<file path="src/dia_cfg.svh">
// Addresses, field positions, fixed values and reset values of the info area
`ifndef DIA_CFG_SVH
`define DIA_CFG_SVH

// ****************************************************************
// Identification words
// ****************************************************************
`define DIA_ADDR_REV       16'h8005
`define DIA_ADDR_PART      16'h8006
`define DIA_REV_PFX_HI     13
`define DIA_REV_PFX_LO     12
`define DIA_REV_PFX_VAL    2'h2
`define DIA_MJR_HI         11
`define DIA_MJR_LO         6
`define DIA_MNR_HI         5
`define DIA_MNR_LO         0

// ****************************************************************
// Factory information area
// ****************************************************************
`define DIA_AREA_BASE      16'h8100
`define DIA_AREA_LAST      16'h811F
`define DIA_SER_FIRST      5'h00
`define DIA_SER_LAST       5'h08
`define DIA_SER_RSVD       5'h09
`define DIA_CUST_FIRST     5'h0A
`define DIA_CUST_LAST      5'h11
`define DIA_TLR_UNUSED_A   5'h12
`define DIA_TEMP_LOW       5'h13
`define DIA_TLR_UNUSED_B   5'h14
`define DIA_THR_UNUSED_A   5'h15
`define DIA_TEMP_HIGH      5'h16
`define DIA_THR_UNUSED_B   5'h17
`define DIA_ADC_G1         5'h18
`define DIA_ADC_G2         5'h19
`define DIA_ADC_G4         5'h1A
`define DIA_CMP_G1         5'h1B
`define DIA_CMP_G2         5'h1C
`define DIA_CMP_G4         5'h1D
`define DIA_TAIL_A         5'h1E
`define DIA_TAIL_B         5'h1F

// ****************************************************************
// Values
// ****************************************************************
`define DIA_BLANK          14'h3FFF
`define DIA_ADC_BITS       10
`define DIA_ADC_MASK       14'h03FF
`define DIA_WORD_RST       14'h3FFF
`define DIA_DATA_RST       14'h0000

`endif

</file>
<file path="src/dia_pkg.sv">
// Types shared by the info area modules
package dia_pkg;

	typedef logic [13:0] dia_word_t;
	typedef logic [15:0] dia_addr_t;
	typedef logic [4:0]  dia_idx_t;

	typedef enum logic [2:0] {
		DIA_ST_IDLE = 3'h1,
		DIA_ST_CPU  = 3'h2,
		DIA_ST_TOOL = 3'h4
	} dia_state_e;

endpackage

</file>
<file path="src/dia_sync2.sv">
// Two-stage synchroniser for pin inputs
`timescale 1ns/1ps
module dia_sync2 #(
	parameter int W = 1
) (
	input  wire logic         i_clk,
	input  wire logic         i_rst,
	input  wire logic [W-1:0] i_async,
	output logic      [W-1:0] o_sync
);
	typedef struct packed {
		logic [W-1:0] meta;
		logic [W-1:0] sync;
	} dia_sync_s;

	dia_sync_s st_ff;
	dia_sync_s nxt_st;

	always_comb begin
		nxt_st      = st_ff;
		nxt_st.meta = i_async;
		nxt_st.sync = st_ff.meta;
	end

	always_ff @(posedge i_clk or posedge i_rst) begin
		if (i_rst) begin
			st_ff <= '0;
		end else begin
			st_ff <= nxt_st;
		end
	end

	assign o_sync = st_ff.sync;
endmodule

</file>
<file path="src/dia_word_store.sv">
// Thirty-two word flip-flop store of the factory information area
`timescale 1ns/1ps
`include "dia_cfg.svh"
module dia_word_store (
	input  wire logic               i_clk,
	input  wire logic               i_rst,
	input  wire logic               i_wr,
	input  wire dia_pkg::dia_idx_t  i_wr_idx,
	input  wire dia_pkg::dia_word_t i_wr_data,
	input  wire dia_pkg::dia_idx_t  i_rd_idx,
	output dia_pkg::dia_word_t      o_rd_data
);
	import dia_pkg::*;

	typedef struct packed {
		logic [31:0][13:0] mem;
	} dia_store_s;

	dia_store_s  st_ff;
	dia_store_s  nxt_st;
	logic [31:0] wr_hit;

	genvar g;
	generate
		for (g = 0; g < 32; g++) begin : g_dec
			assign wr_hit[g] = i_wr && (i_wr_idx == 5'(g));
		end
	endgenerate

	always_comb begin
		nxt_st = st_ff;
		for (int k = 0; k < 32; k++) begin
			if (wr_hit[k]) begin
				nxt_st.mem[k] = i_wr_data;
			end
		end
	end

	// Erased state until the manufacturing pass programs the words
	always_ff @(posedge i_clk or posedge i_rst) begin
		if (i_rst) begin
			st_ff <= {32{`DIA_WORD_RST}};
		end else begin
			st_ff <= nxt_st;
		end
	end

	assign o_rd_data = st_ff.mem[i_rd_idx];
endmodule

</file>
<file path="src/dia_info_area.sv">
// Read-only identification words and factory information area
`timescale 1ns/1ps
`include "dia_cfg.svh"

// Overview of operation
// - Part code word reads at 8006h, code in bits 13..0.
// - Revision word reads at 8005h, just below the part code.
// - Writes or erases aimed at identification words change nothing.
// - Software reads all words through the memory control read port.
// - Revision bits 13..12 always read binary 10.
// - Revision major field in bits 11..6, minor in bits 5..0.
// - Info area 8100h..811Fh written only in manufacture, then read-only.
// - Nine serial words at 8100h..8108h; 8109h reserved.
// - Bulk or user erase leaves the nine serial words intact.
// - Customer words 810Ah..8111h survive bulk erase unchanged.
// - Sensor readings at 8113h low, 8116h high range; rest unassigned.
// - Temperature readings are stored right-justified.
// - 8118h..811Dh: ADC then comparator reference mV, 1x 2x 4x.
// - Low-voltage variant 4x reference words hold no value.
module dia_info_area #(
	parameter logic [13:0] PART_CODE = 14'h1234, // Arbitrary value
	parameter logic [5:0]  MAJOR_REV = 6'h01,    // Arbitrary value
	parameter logic [5:0]  MINOR_REV = 6'h00,    // Arbitrary value
	parameter bit          LOW_VOLT  = 1'b0
) (
	input  wire logic               i_clk,
	input  wire logic               i_rst,
	input  wire logic               i_nvm_rd,
	input  wire logic               i_nvm_wr,
	input  wire logic               i_nvm_erase,
	input  wire logic               i_bulk_erase,
	input  wire dia_pkg::dia_addr_t i_nvm_addr,
	input  wire logic               i_tool_rd,
	input  wire dia_pkg::dia_addr_t i_tool_addr,
	input  wire logic               i_mfg_mode,
	input  wire logic               i_mfg_wr,
	input  wire dia_pkg::dia_idx_t  i_mfg_idx,
	input  wire dia_pkg::dia_word_t i_mfg_data,
	output dia_pkg::dia_word_t      o_nvm_data,
	output logic                    o_nvm_valid,
	output logic                    o_nvm_hit,
	output logic                    o_nvm_refused,
	output dia_pkg::dia_word_t      o_tool_data,
	output logic                    o_tool_valid
);
	import dia_pkg::*;

	// ****************************************************************
	// State
	// ****************************************************************
	typedef struct packed {
		dia_state_e state;
		dia_word_t  nvm_data;
		logic       nvm_valid;
		logic       nvm_hit;
		logic       nvm_refused;
		dia_word_t  tool_data;
		logic       tool_valid;
		logic       tool_rd_d;
		logic       tool_pend;
		dia_addr_t  tool_addr;
	} dia_state_s;

	dia_state_s st_ff;
	dia_state_s nxt_st;

	logic      tool_rd_s;
	dia_addr_t tool_addr_s;
	logic      mfg_mode_s;
	logic      store_wr;
	dia_word_t store_wdata;
	dia_idx_t  rd_idx;
	dia_word_t store_rdata;
	dia_addr_t sel_addr;
	dia_word_t sel_word;
	logic      sel_hit;

	// ****************************************************************
	// Pin inputs from the programmer
	// ****************************************************************
	dia_sync2 #(.W(1)) u_sync_rd (
		.i_clk   (i_clk),
		.i_rst   (i_rst),
		.i_async (i_tool_rd),
		.o_sync  (tool_rd_s)
	);

	// Programmer holds the address steady around its strobe
	dia_sync2 #(.W(16)) u_sync_addr (
		.i_clk   (i_clk),
		.i_rst   (i_rst),
		.i_async (i_tool_addr),
		.o_sync  (tool_addr_s)
	);

	dia_sync2 #(.W(1)) u_sync_mfg (
		.i_clk   (i_clk),
		.i_rst   (i_rst),
		.i_async (i_mfg_mode),
		.o_sync  (mfg_mode_s)
	);

	// ****************************************************************
	// Factory store
	// ****************************************************************
	// Only the manufacturing pass reaches the store; no user path writes
	assign store_wr = mfg_mode_s && i_mfg_wr;

	// Sensor readings keep only the low ADC bits
	always_comb begin
		store_wdata = i_mfg_data;
		if (i_mfg_idx == `DIA_TEMP_LOW || i_mfg_idx == `DIA_TEMP_HIGH) begin
			store_wdata = i_mfg_data & `DIA_ADC_MASK;
		end
	end

	assign rd_idx = sel_addr[4:0];

	dia_word_store u_store (
		.i_clk     (i_clk),
		.i_rst     (i_rst),
		.i_wr      (store_wr),
		.i_wr_idx  (i_mfg_idx),
		.i_wr_data (store_wdata),
		.i_rd_idx  (rd_idx),
		.o_rd_data (store_rdata)
	);

	// ****************************************************************
	// Read decode, shared by both readers
	// ****************************************************************
	// Software wins a same-cycle clash; the programmer waits one cycle
	assign sel_addr = i_nvm_rd ? i_nvm_addr : st_ff.tool_addr;

	always_comb begin
		sel_word = `DIA_BLANK;
		sel_hit  = 1'b1;
		if (sel_addr == `DIA_ADDR_PART) begin
			sel_word = PART_CODE;
		end else if (sel_addr == `DIA_ADDR_REV) begin
			sel_word = {`DIA_REV_PFX_VAL, MAJOR_REV, MINOR_REV};
		end else if (sel_addr >= `DIA_AREA_BASE &&
				sel_addr <= `DIA_AREA_LAST) begin
			unique case (rd_idx)
				`DIA_SER_RSVD,
				`DIA_TLR_UNUSED_A, `DIA_TLR_UNUSED_B,
				`DIA_THR_UNUSED_A, `DIA_THR_UNUSED_B,
				`DIA_TAIL_A, `DIA_TAIL_B: begin
					sel_word = `DIA_BLANK;
				end
				`DIA_ADC_G4, `DIA_CMP_G4: begin
					sel_word = LOW_VOLT ? `DIA_BLANK : store_rdata;
				end
				default: begin
					sel_word = store_rdata;
				end
			endcase
		end else begin
			sel_hit = 1'b0;
		end
	end

	// ****************************************************************
	// Answer sequencing
	// ****************************************************************
	always_comb begin
		nxt_st             = st_ff;
		nxt_st.nvm_valid   = 1'b0;
		nxt_st.nvm_refused = 1'b0;
		nxt_st.tool_valid  = 1'b0;
		nxt_st.tool_rd_d   = tool_rd_s;
		nxt_st.state       = DIA_ST_IDLE;
		// Contents are fixed; the attempt is only flagged
		if (i_nvm_wr || i_nvm_erase || i_bulk_erase) begin
			nxt_st.nvm_refused = 1'b1;
		end
		if (i_nvm_rd) begin
			nxt_st.state     = DIA_ST_CPU;
			nxt_st.nvm_valid = 1'b1;
			nxt_st.nvm_data  = sel_word;
			nxt_st.nvm_hit   = sel_hit;
		end else if (st_ff.tool_pend) begin
			nxt_st.state      = DIA_ST_TOOL;
			nxt_st.tool_valid = 1'b1;
			nxt_st.tool_data  = sel_word;
			nxt_st.tool_pend  = 1'b0;
		end
		// After the service: a new pin edge in that cycle must not be lost
		if (tool_rd_s && !st_ff.tool_rd_d) begin
			nxt_st.tool_pend = 1'b1;
			nxt_st.tool_addr = tool_addr_s;
		end
	end

	always_ff @(posedge i_clk or posedge i_rst) begin
		if (i_rst) begin
			st_ff.state       <= DIA_ST_IDLE;
			st_ff.nvm_data    <= `DIA_DATA_RST;
			st_ff.nvm_valid   <= 1'b0;
			st_ff.nvm_hit     <= 1'b0;
			st_ff.nvm_refused <= 1'b0;
			st_ff.tool_data   <= `DIA_DATA_RST;
			st_ff.tool_valid  <= 1'b0;
			st_ff.tool_rd_d   <= 1'b0;
			st_ff.tool_pend   <= 1'b0;
			st_ff.tool_addr   <= '0;
		end else begin
			st_ff <= nxt_st;
		end
	end

	assign o_nvm_data    = st_ff.nvm_data;
	assign o_nvm_valid   = st_ff.nvm_valid;
	assign o_nvm_hit     = st_ff.nvm_hit;
	assign o_nvm_refused = st_ff.nvm_refused;
	assign o_tool_data   = st_ff.tool_data;
	assign o_tool_valid  = st_ff.tool_valid;

	// ****************************************************************
	// Checks
	// ****************************************************************
	a_part_read: assert property (@(posedge i_clk) disable iff (i_rst)
		i_nvm_rd && i_nvm_addr == `DIA_ADDR_PART |=>
		o_nvm_valid && o_nvm_data == PART_CODE)
		else $error("part code word read wrong");

	a_rev_read: assert property (@(posedge i_clk) disable iff (i_rst)
		i_nvm_rd && i_nvm_addr == `DIA_ADDR_REV |=>
		o_nvm_data[`DIA_MJR_HI:`DIA_MNR_LO] == {MAJOR_REV, MINOR_REV})
		else $error("revision word fields wrong");

	a_rev_prefix: assert property (@(posedge i_clk) disable iff (i_rst)
		i_nvm_rd && i_nvm_addr == `DIA_ADDR_REV |=>
		o_nvm_data[`DIA_REV_PFX_HI:`DIA_REV_PFX_LO] == `DIA_REV_PFX_VAL)
		else $error("revision prefix not 10");

	a_erase_keeps: assert property (@(posedge i_clk) disable iff (i_rst)
		(i_bulk_erase || i_nvm_erase) && !store_wr |=>
		$stable(u_store.st_ff.mem[8:0]))
		else $error("serial words changed by erase");

	a_cust_keeps: assert property (@(posedge i_clk) disable iff (i_rst)
		!store_wr |=> $stable(u_store.st_ff.mem[17:10]))
		else $error("customer words changed outside manufacture");

	a_refuse_flag: assert property (@(posedge i_clk) disable iff (i_rst)
		i_nvm_wr |=> o_nvm_refused ##1 !o_nvm_refused || $past(i_nvm_wr))
		else $error("write attempt not refused");

	a_blank_rsvd: assert property (@(posedge i_clk) disable iff (i_rst)
		i_nvm_rd && i_nvm_addr == 16'h8109 |=> o_nvm_data == `DIA_BLANK)
		else $error("reserved word not fixed value");

	a_lv_blank: assert property (@(posedge i_clk) disable iff (i_rst)
		LOW_VOLT && i_nvm_rd && i_nvm_addr == 16'h811D |=>
		o_nvm_data == `DIA_BLANK)
		else $error("low-voltage 4x word holds value");

	a_tool_answer: assert property (@(posedge i_clk) disable iff (i_rst)
		tool_rd_s && !st_ff.tool_rd_d |-> ##[1:3] o_tool_valid)
		else $error("programmer read not answered");

	a_temp_just: assert property (@(posedge i_clk) disable iff (i_rst)
		store_wr && i_mfg_idx == `DIA_TEMP_LOW |=>
		u_store.st_ff.mem[19][13:10] == 4'h0)
		else $error("temperature word not right-justified");

	a_valid_once: assert property (@(posedge i_clk) disable iff (i_rst)
		o_nvm_valid == $past(i_nvm_rd))
		else $error("read valid not one cycle after strobe");

	a_miss_blank: assert property (@(posedge i_clk) disable iff (i_rst)
		i_nvm_rd && i_nvm_addr != `DIA_ADDR_REV &&
		i_nvm_addr != `DIA_ADDR_PART && (i_nvm_addr < `DIA_AREA_BASE ||
		i_nvm_addr > `DIA_AREA_LAST) |=> !o_nvm_hit && o_nvm_data == `DIA_BLANK)
		else $error("unmapped read not blank");

	a_erase_ref: assert property (@(posedge i_clk) disable iff (i_rst)
		i_nvm_erase || i_bulk_erase |=> o_nvm_refused)
		else $error("erase attempt not refused");

	a_store_lock: assert property (@(posedge i_clk) disable iff (i_rst)
		!mfg_mode_s |=> $stable(u_store.st_ff))
		else $error("store changed outside manufacture");

	a_temp_high: assert property (@(posedge i_clk) disable iff (i_rst)
		store_wr && i_mfg_idx == `DIA_TEMP_HIGH |=>
		u_store.st_ff.mem[22][13:10] == 4'h0)
		else $error("high-range word not right-justified");

	a_area_hit: assert property (@(posedge i_clk) disable iff (i_rst)
		i_nvm_rd && i_nvm_addr >= `DIA_AREA_BASE &&
		i_nvm_addr <= `DIA_AREA_LAST |=> o_nvm_valid && o_nvm_hit)
		else $error("info area read not flagged as hit");

	a_lv_adc4: assert property (@(posedge i_clk) disable iff (i_rst)
		LOW_VOLT && i_nvm_rd && i_nvm_addr == 16'h811A |=>
		o_nvm_data == `DIA_BLANK)
		else $error("low-voltage 4x ADC word holds value");

	a_tool_part: assert property (@(posedge i_clk) disable iff (i_rst)
		st_ff.tool_pend && !i_nvm_rd && st_ff.tool_addr == `DIA_ADDR_PART |=>
		st_ff.state == DIA_ST_TOOL && o_tool_valid &&
		o_tool_data == PART_CODE)
		else $error("programmer part code read wrong");

	a_sw_first: assert property (@(posedge i_clk) disable iff (i_rst)
		i_nvm_rd && st_ff.tool_pend |=>
		st_ff.state == DIA_ST_CPU && o_nvm_valid && !o_tool_valid)
		else $error("software read lost priority");
endmodule

</file>
<file path="config.mk">
export PLATFORM = sky130hd
export DESIGN_NAME = dia_info_area
export DESIGN_NICKNAME = d
export VERILOG_FILES = /design/src/dia_pkg.sv /design/src/dia_sync2.sv /design/src/dia_word_store.sv /design/src/dia_info_area.sv
export VERILOG_INCLUDE_DIRS = /design/src
export SDC_FILE = /design/constraint.sdc
export NUM_CORES = 1
export LEC_CHECK = 0
export BUFFER_PORTS_ARGS = -buffer_cell sky130_fd_sc_hd__clkbuf_2
export CAP_MARGIN = 10
export CORE_ASPECT_RATIO = 1.5
export CORE_MARGIN = 2
export CORE_UTILIZATION = 65
export CTS_BUF_LIST = sky130_fd_sc_hd__clkbuf_8 sky130_fd_sc_hd__clkbuf_16
export DETAILED_ROUTE_END_ITERATION = 12
export GPL_TIMING_DRIVEN = 0
export MAX_ROUTING_LAYER = met4
export PLACE_DENSITY = 0.87
export SYNTH_ARGS = -nofsm -noshare
export SYNTH_HDL_FRONTEND = slang
export SYNTH_HIERARCHICAL = 1
export SYNTH_SLANG_ARGS = --single-unit
</file>
<file path="constraint.sdc">
create_clock -name i_clk -period 24.2 [get_ports i_clk]
set_input_delay 2.42 -clock i_clk [delete_from_list [all_inputs] [get_ports i_clk]]
set_output_delay 2.42 -clock i_clk [all_outputs]
set_load 0.03 [all_outputs]
</file>
==> metrics.yaml, run 1 <==
status:
  status: "finished, final reports clean"
drt:
  firstDrtPassIters: 5
  drt-total-wl_mm: 64.4
  ant_nets: 0
  wl_met3_mm: 3.11
  drt_iter0_markers: 1207
  wl_met1_mm: 23.0
  top_layer: "met4"
  wl_per_cell_um: 25.9
  wl_met2_mm: 33.6
  vias_per_cell: 6.44
  vias: 16100
  drc: 0
clock_tree:
  cts-htree-levels: 2
  numCtsBuffers: 48
  cts_resized: 0
  ctsHoldBuffers: 0
  clock-sinks: 534
  clk_path_buf_depth: 3
  clk_latency_ns: 0.59
  clkTransAtPathRegs_ns: 0.07
  tritoncts: "yes"
  cts_setup_buffers: 0
  cts_root_buffer: "clkbuf_16"
pwr:
  powerDensity_nw_per_um2: 85.0
  ir_worst_vdd_mv: 0.0658
  leakagePower_nw: 11.9
global_route:
  grt_pass1_vias: 17400
  grt_max_degree: 128
  grt_use_total_pct: 33.6
  grt_pass1_wl_mm: 97.7
  grt_antenna_before_repair: 1
  grt-ovfl-total: 0
placement:
  post-place-cells: 2404
  place_area_um2: 26100
  place.gp.congestion: 0.925
  dp_hpwl_mm: 46.5
  io_buffers: 91
synthesis:
  synth.cell_area_um2: 24800
  async_reset_ff_share_pct: 100
  yosysWarnings: 6
  synth_cells: 1818
  yosys.area.top_type_share_pct: 47.4
  synth_edf_count: 0
  ys_types: 50
  ys_top_cells_by_area: "dfstp_2 47%, mux2_2 21%, mux2i_1 9.1%, dfrtp_1 8.7%, a22oi_1 1.7%"
  syn_avg_cell_area_um2: 13.7
  syn-num-nets: 1878
  ys_seq_area_share_pct: 56.0
  synthFlopType: "dfstp_2"
  post-synth-top-area-cell: "dfstp_2"
  ys_seq_elements: 534
floorplanning:
  io_pins: 92
  start_util_pct: 66.0
  die-area_um2: 39800
  rows: 87
  die_y_um: 243
  die_w_um: 164
  coreArea_um2: 37700
final_layout:
  final_nets: 2027
  post-route-util_pct: 73.9
  fin_area_um2: 27800
  syn2layout_area_growth_pct: 12.0
  layout.cells.non_filler: 2492
  drive_gt1_share_pct: 59.6
sta:
  grt_setup_unrepaired: "no"
  fin_skew_ns: 0.0194
  clock.fmax_mhz: 180
  post-route-min-period_ns: 5.54
  max_slew.worst_pin.slew_ns: 1.00
  whs_ns: 0.350
  finalSetupViolations: 0
  period_share_pct: 22.9
  slew_headroom_pct: 32.5
  hold_viol: 0
  tns_ns: 0
  slew_violations: 0
setup_path:
  critPathKind: "in2reg"
  cp-end-kind: "flip-flop"
  cp.required_ns: 24.61
  startpoint_type: "input pin"
  cp.arrival_ns: 5.95
  cp_max_fo: 10
hold_path:
  min_path_type: "reg2reg"
flow_run:
  drv_cap: 0
==> metal layers <==
metal / track usage, % / up-vias
met2: 57.7 / 662
met1: 35.7 / 8254
met4: 22.6 / 0
li1: - / 6851
met5: - / -
met3: 4.55 / 291
==> report_power, final <==
part           leakage [nW]  switching [mW]  total, mW  internal [mW]
clock network         0.873           0.337      0.830          0.493
registers              5.64          0.0605       1.13           1.07
logic                  5.38           0.229      0.403          0.174
total                  11.9           0.626       2.37           1.74
==> cell type report <==
class	count	area [um^2]
Sequential cell	534	13900
Multi-Input combinational cell	1095	10000
Fill cell	2348	9850
Clock buffer	57	1350
Buffer	177	880
Timing Repair Buffer	99	623
Tap cell	489	612
Clock inverter	28	380
Inverter	12	52.6
Antenna cell	1	2.50
==> path summary, 6_finish.rpt <==
check,start,endpoint,slack [ns],cells after the start
min in group asynchronous,i_rst,u_sync_mfg/nxt_st[0],1.78,2
hold / removal,u_sync_addr/nxt_st[14],u_sync_addr/o_sync[14],0.35,0
setup / recovery,i_nvm_rd,o_tool_data[12],18.66,13
max in group asynchronous,i_rst,u_store/st_ff[33],20.61,5
hold reg to reg,u_sync_addr/nxt_st[14],u_sync_addr/o_sync[14],0.35,0
setup reg to reg,st_ff[2],o_tool_data[12],20.60,10
==> critical path: stages <==
cell and delay [ns]:
clkbuf_2 0.10, buf_6 0.13, buf_6 0.18, mux2i_4 0.30
inv_1 0.19, nor2b_1 0.18, clkbuf_1 0.53, clkbuf_1 0.70
a22oi_1 0.21, a31oi_1 0.34, nand3_1 0.31, a21oi_1 0.21
a32oi_1 0.13
==> metrics by stage <==
step,worst slack (ns),power (mW)
2_1_floorplan,13.44,1.40
3_3_place_gp,10.63,1.50
3_5_place_dp,18.27,1.53
4_1_cts,18.83,2.37
5_1_grt,18.56,2.45
6_report,18.66,2.37
==> state kept, by name (all words and copies together), names as in the netlist <==
register	flops
o_nvm_data	14
o_nvm_hit	1
o_nvm_refused	1
o_nvm_valid	1
o_tool_data	14
o_tool_valid	1
st_ff	18
u_store/st_ff	448
u_sync_addr/nxt_st	16
u_sync_addr/o_sync	16
u_sync_mfg/nxt_st	1
u_sync_mfg/o_sync	1
u_sync_rd/nxt_st	1
u_sync_rd/o_sync	1
==> synthesized netlist by cell type (2+ instances only) <==
master / number
and2_1: 2
buf_6: 6
nand4_1: 18
buf_1: 19
nor2_1: 31
a21oi_1: 48
or2_1: 2
xnor2_1: 2
nand2_1: 63
dfstp_2: 448
o31ai_1: 4
nor3_1: 23
mux2i_1: 227
or2_2: 3
nor3b_2: 2
a31oi_1: 21
buf_2: 46
a22o_1: 28
nand2b_1: 7
nand3_1: 30
nor4_1: 3
mux2_2: 465
dfrtp_1: 86
nor4b_2: 2
nor3b_1: 2
nor2b_1: 15
a22oi_1: 57
a211oi_1: 2
or3_1: 2
inv_1: 11
buf_4: 30
o21ai_0: 2
a32oi_1: 19
clkbuf_1: 76
==> cell families after synthesis <==
logic type | share of synthesized area (%)
mux | 30.4
xor+xnor | 0.0705
compound gates | 5.50
simple gates | 4.30
buf+inv | 3.72
flops | 56.0
==> placed cells by master, fill, tap and decap left out, drive strengths merged, types with 31 or more instances in the layout <==
cell type,count
a21oi,48
mux2i,229
nand2,63
dfrtp,86
dfstp,448
mux2,465
clkbuf,225
buf,108
a22oi,57
nor2,31
(Power assumes the default switching activity.)
==> inputs of run 2 (changes only) <==
Settings changed: CORE_UTILIZATION 65 to 56, PLACE_DENSITY 0.87 to 0.8.
Clock period 24.2 ns to 4.95 ns, I/O delays scaled along.
==> run 2 against run 1 <==
  * Register-to-register slack worse by 19 ns
  * Global-route usage shrank 3.8 points
  * Routed wire length grew 3.0%
==> metrics.yaml, run 2 (synthesis results as in run 1) <==
status:
  status: "finished, final reports clean"  # unchanged
setup_path:
  cp.arrival_ns: 4.20  # was 5.95 ns
  cp_max_fo: 10  # unchanged
  startpoint_type: "input pin"  # unchanged
  cp.required_ns: 5.38  # was 24.61 ns
  cp-end-kind: "flip-flop"  # unchanged
  critPathKind: "in2reg"  # unchanged
flow_run:
  drv_cap: 0  # unchanged
drt:
  drt_iter0_markers: 1085  # was 1207
  vias: 15900  # was 16.1k
  wl_per_cell_um: 25.7  # was 25.9 um
  drc: 0  # unchanged
  drt-total-wl_mm: 66.4  # was 64.4 mm
  vias_per_cell: 6.15  # was 6.44
  firstDrtPassIters: 6  # was 5
  ant_nets: 0  # unchanged
final_layout:
  reg_top3: "u_store/st_ff: 448 flops, st_ff: 18 flops"  # unchanged
  fill_cells: 3178  # was 2348
  regMostFlops: "u_store/st_ff"  # unchanged
  largest_reg_flops: 448  # unchanged
  final_nets: 2035  # was 2027
  multiInputGateArea_um2: 10000  # unchanged
  syn2layout_area_growth_pct: 12.3  # was 12.0%
  final_common_cell: "mux2_2"  # unchanged
  most-common-layout-cells: "465 x mux2_2, 448 x dfstp_2, 227 x mux2i_1, 91 x clkbuf_2, 86 x dfrtp_1"  # was 465 x mux2_2, 448 x dfstp_2, 227 x mux2i_1, 92 x clkbuf_2, 86 x dfrtp_1
  layout.cells.non_filler: 2588  # was 2492
  fin_area_um2: 27900  # was 27800 um^2
  post-route-util_pct: 63.6  # was 73.9%
  diodes: 0  # was 1
  drive_gt1_share_pct: 59.0  # was 59.6%
  regArea_um2: 13900  # unchanged
floorplanning:
  die-area_um2: 46100  # was 39800 um^2
  die_w_um: 176  # was 164 um
  rows: 94  # was 87
  die_y_um: 262  # was 243 um
  io_pins: 92  # unchanged
  start_util_pct: 56.6  # was 66.0%
  coreArea_um2: 43900  # was 37700 um^2
global_route:
  met3_usage_pct: 4.56  # was 4.55%
  grt-ovfl-total: 0  # unchanged
  met1_usage_pct: 31.4  # was 35.7%
  grt.busiest_layer: "met2"  # unchanged
  grt_pass1_vias: 17000  # was 17.4k
  grt_use_total_pct: 29.8  # was 33.6%
  grtUsageMet2_pct: 52.5  # was 57.7%
  grt_pass1_wl_mm: 99.7  # was 97.7 mm
  grt_max_degree: 49  # was 128
  grt_antenna_before_repair: 0  # was 1
pwr:
  powerDensity_nw_per_um2: 405  # was 85.0 nW/um^2
  ir_worst_vdd_mv: 0.265  # was 0.0658 mV
  leakagePower_nw: 11.9  # about the same
placement:
  io_buffers: 91  # unchanged
  place.gp.congestion: 0.961  # was 0.925
  place_ws_ns: 0.793  # was 18.27 ns
  place_area_um2: 26200  # was 26100 um^2
  dp_hpwl_mm: 49.2  # was 46.5 mm
  post-place-cells: 2497  # was 2404
clock_tree:
  cts-htree-levels: 2  # unchanged
  numCtsBuffers: 49  # was 48
  clkTransAtPathRegs_ns: 0.06  # was 0.07 ns
  cts_root_buffer: "clkbuf_16"  # unchanged
  tritoncts: "yes"  # unchanged
  clock-sinks: 534  # unchanged
  clk_latency_ns: 0.58  # was 0.59 ns
  cts_setup_buffers: 0  # unchanged
  clk_path_buf_depth: 3  # unchanged
sta:
  finalSetupViolations: 0  # unchanged
  hold_viol: 0  # unchanged
  tns_ns: 0  # unchanged
  clock.fmax_mhz: 266
  post-route-min-period_ns: 3.77
  max_slew.worst_pin.slew_ns: 1.04  # was 1.00 ns
  grt_setup_unrepaired: "no"  # unchanged
  slew_headroom_pct: 30.1  # was 32.5%
  period_share_pct: 76.1
  slew_violations: 0  # unchanged
  fin_ws_ns: 1.18  # was 18.66 ns
  fin_skew_ns: 0.0109  # was 0.0194 ns
hold_path:
  min_path_type: "in2reg"  # was reg2reg
## run 2: cell count changes in the layout (fill, tap and decap cells not counted), moves of 2 or more
cell / previous run / this run
bufinv_16: 9 / 3
inv_6: 3 / 1
clkbuf_8: 7 / 11
inv_1: 13 / 28
clkinv_2: 8 / 3
buf_12: 1 / 11
buf_16: 5 / 1
inv_4: 2 / 0
## run 2: report_power, final
group / internal, mW / total [mW] / switching, mW
logic: 0.859 / 2.00 / 1.14
clock network: 2.17 / 3.78 / 1.61
registers: 5.24 / 5.53 / 0.290
total: 8.27 / 11.3 / 3.04
## run 2: repair_timing
action                    in CTS  in global routing
hold buffers                   1                  0
resized for setup              0                  0
hold endpoints to repair      12                  0
## run 2: worst max-delay path: stages
cell	delay (ns)
clkbuf_2	0.11
buf_6	0.14
buf_6	0.17
mux2_2	0.46
nor2_1	0.15
clkbuf_1	0.65
buf_1	0.69
a22oi_1	0.20
nand3_1	0.22
nand3_1	0.43
a21oi_1	0.31
a32oi_1	0.14
## run 2: cell type report
class	count	share of cell area [%]
Multi-Input combinational cell	1095	35.8
Inverter	12	0.175
Buffer	177	3.15
Clock buffer	62	5.12
Sequential cell	534	49.9
Tap cell	576	2.58
Timing Repair Buffer	106	2.59
Clock inverter	26	0.664
## run 2: path summary, 6_finish.rpt
kind	startpoint	cells after the start	slack (ns)	to
setup / recovery	i_nvm_rd	12	1.18	o_nvm_data[11]
hold / removal	i_mfg_mode	1	0.02	u_sync_mfg/nxt_st[0]
setup reg to reg	st_ff[2]	10	1.21	o_nvm_data[11]
hold reg to reg	u_sync_addr/nxt_st[6]	0	0.35	u_sync_addr/o_sync[6]
max in group asynchronous	i_rst	8	2.52	u_store/st_ff[240]
min in group asynchronous	i_rst	3	0.42	u_sync_mfg/nxt_st[0]
## run 2: per-stage QoR
stage	total power, mW	hold slack, ns
4_1_cts	11.3	0.00529
5_1_grt	11.7	0.0114
2_1_floorplan	6.87	0.236
3_3_place_gp	7.40	0.335
3_5_place_dp	7.54	0.337
6_report	11.3	0.0237
## run 2: metal layers
metal | vias up | part of all wire [%]
li1 | 6889 | -
met2 | 608 | 52
met4 | 0 | 6.9
met1 | 8177 | 36
met5 | - | 0
met3 | 235 | 5.4
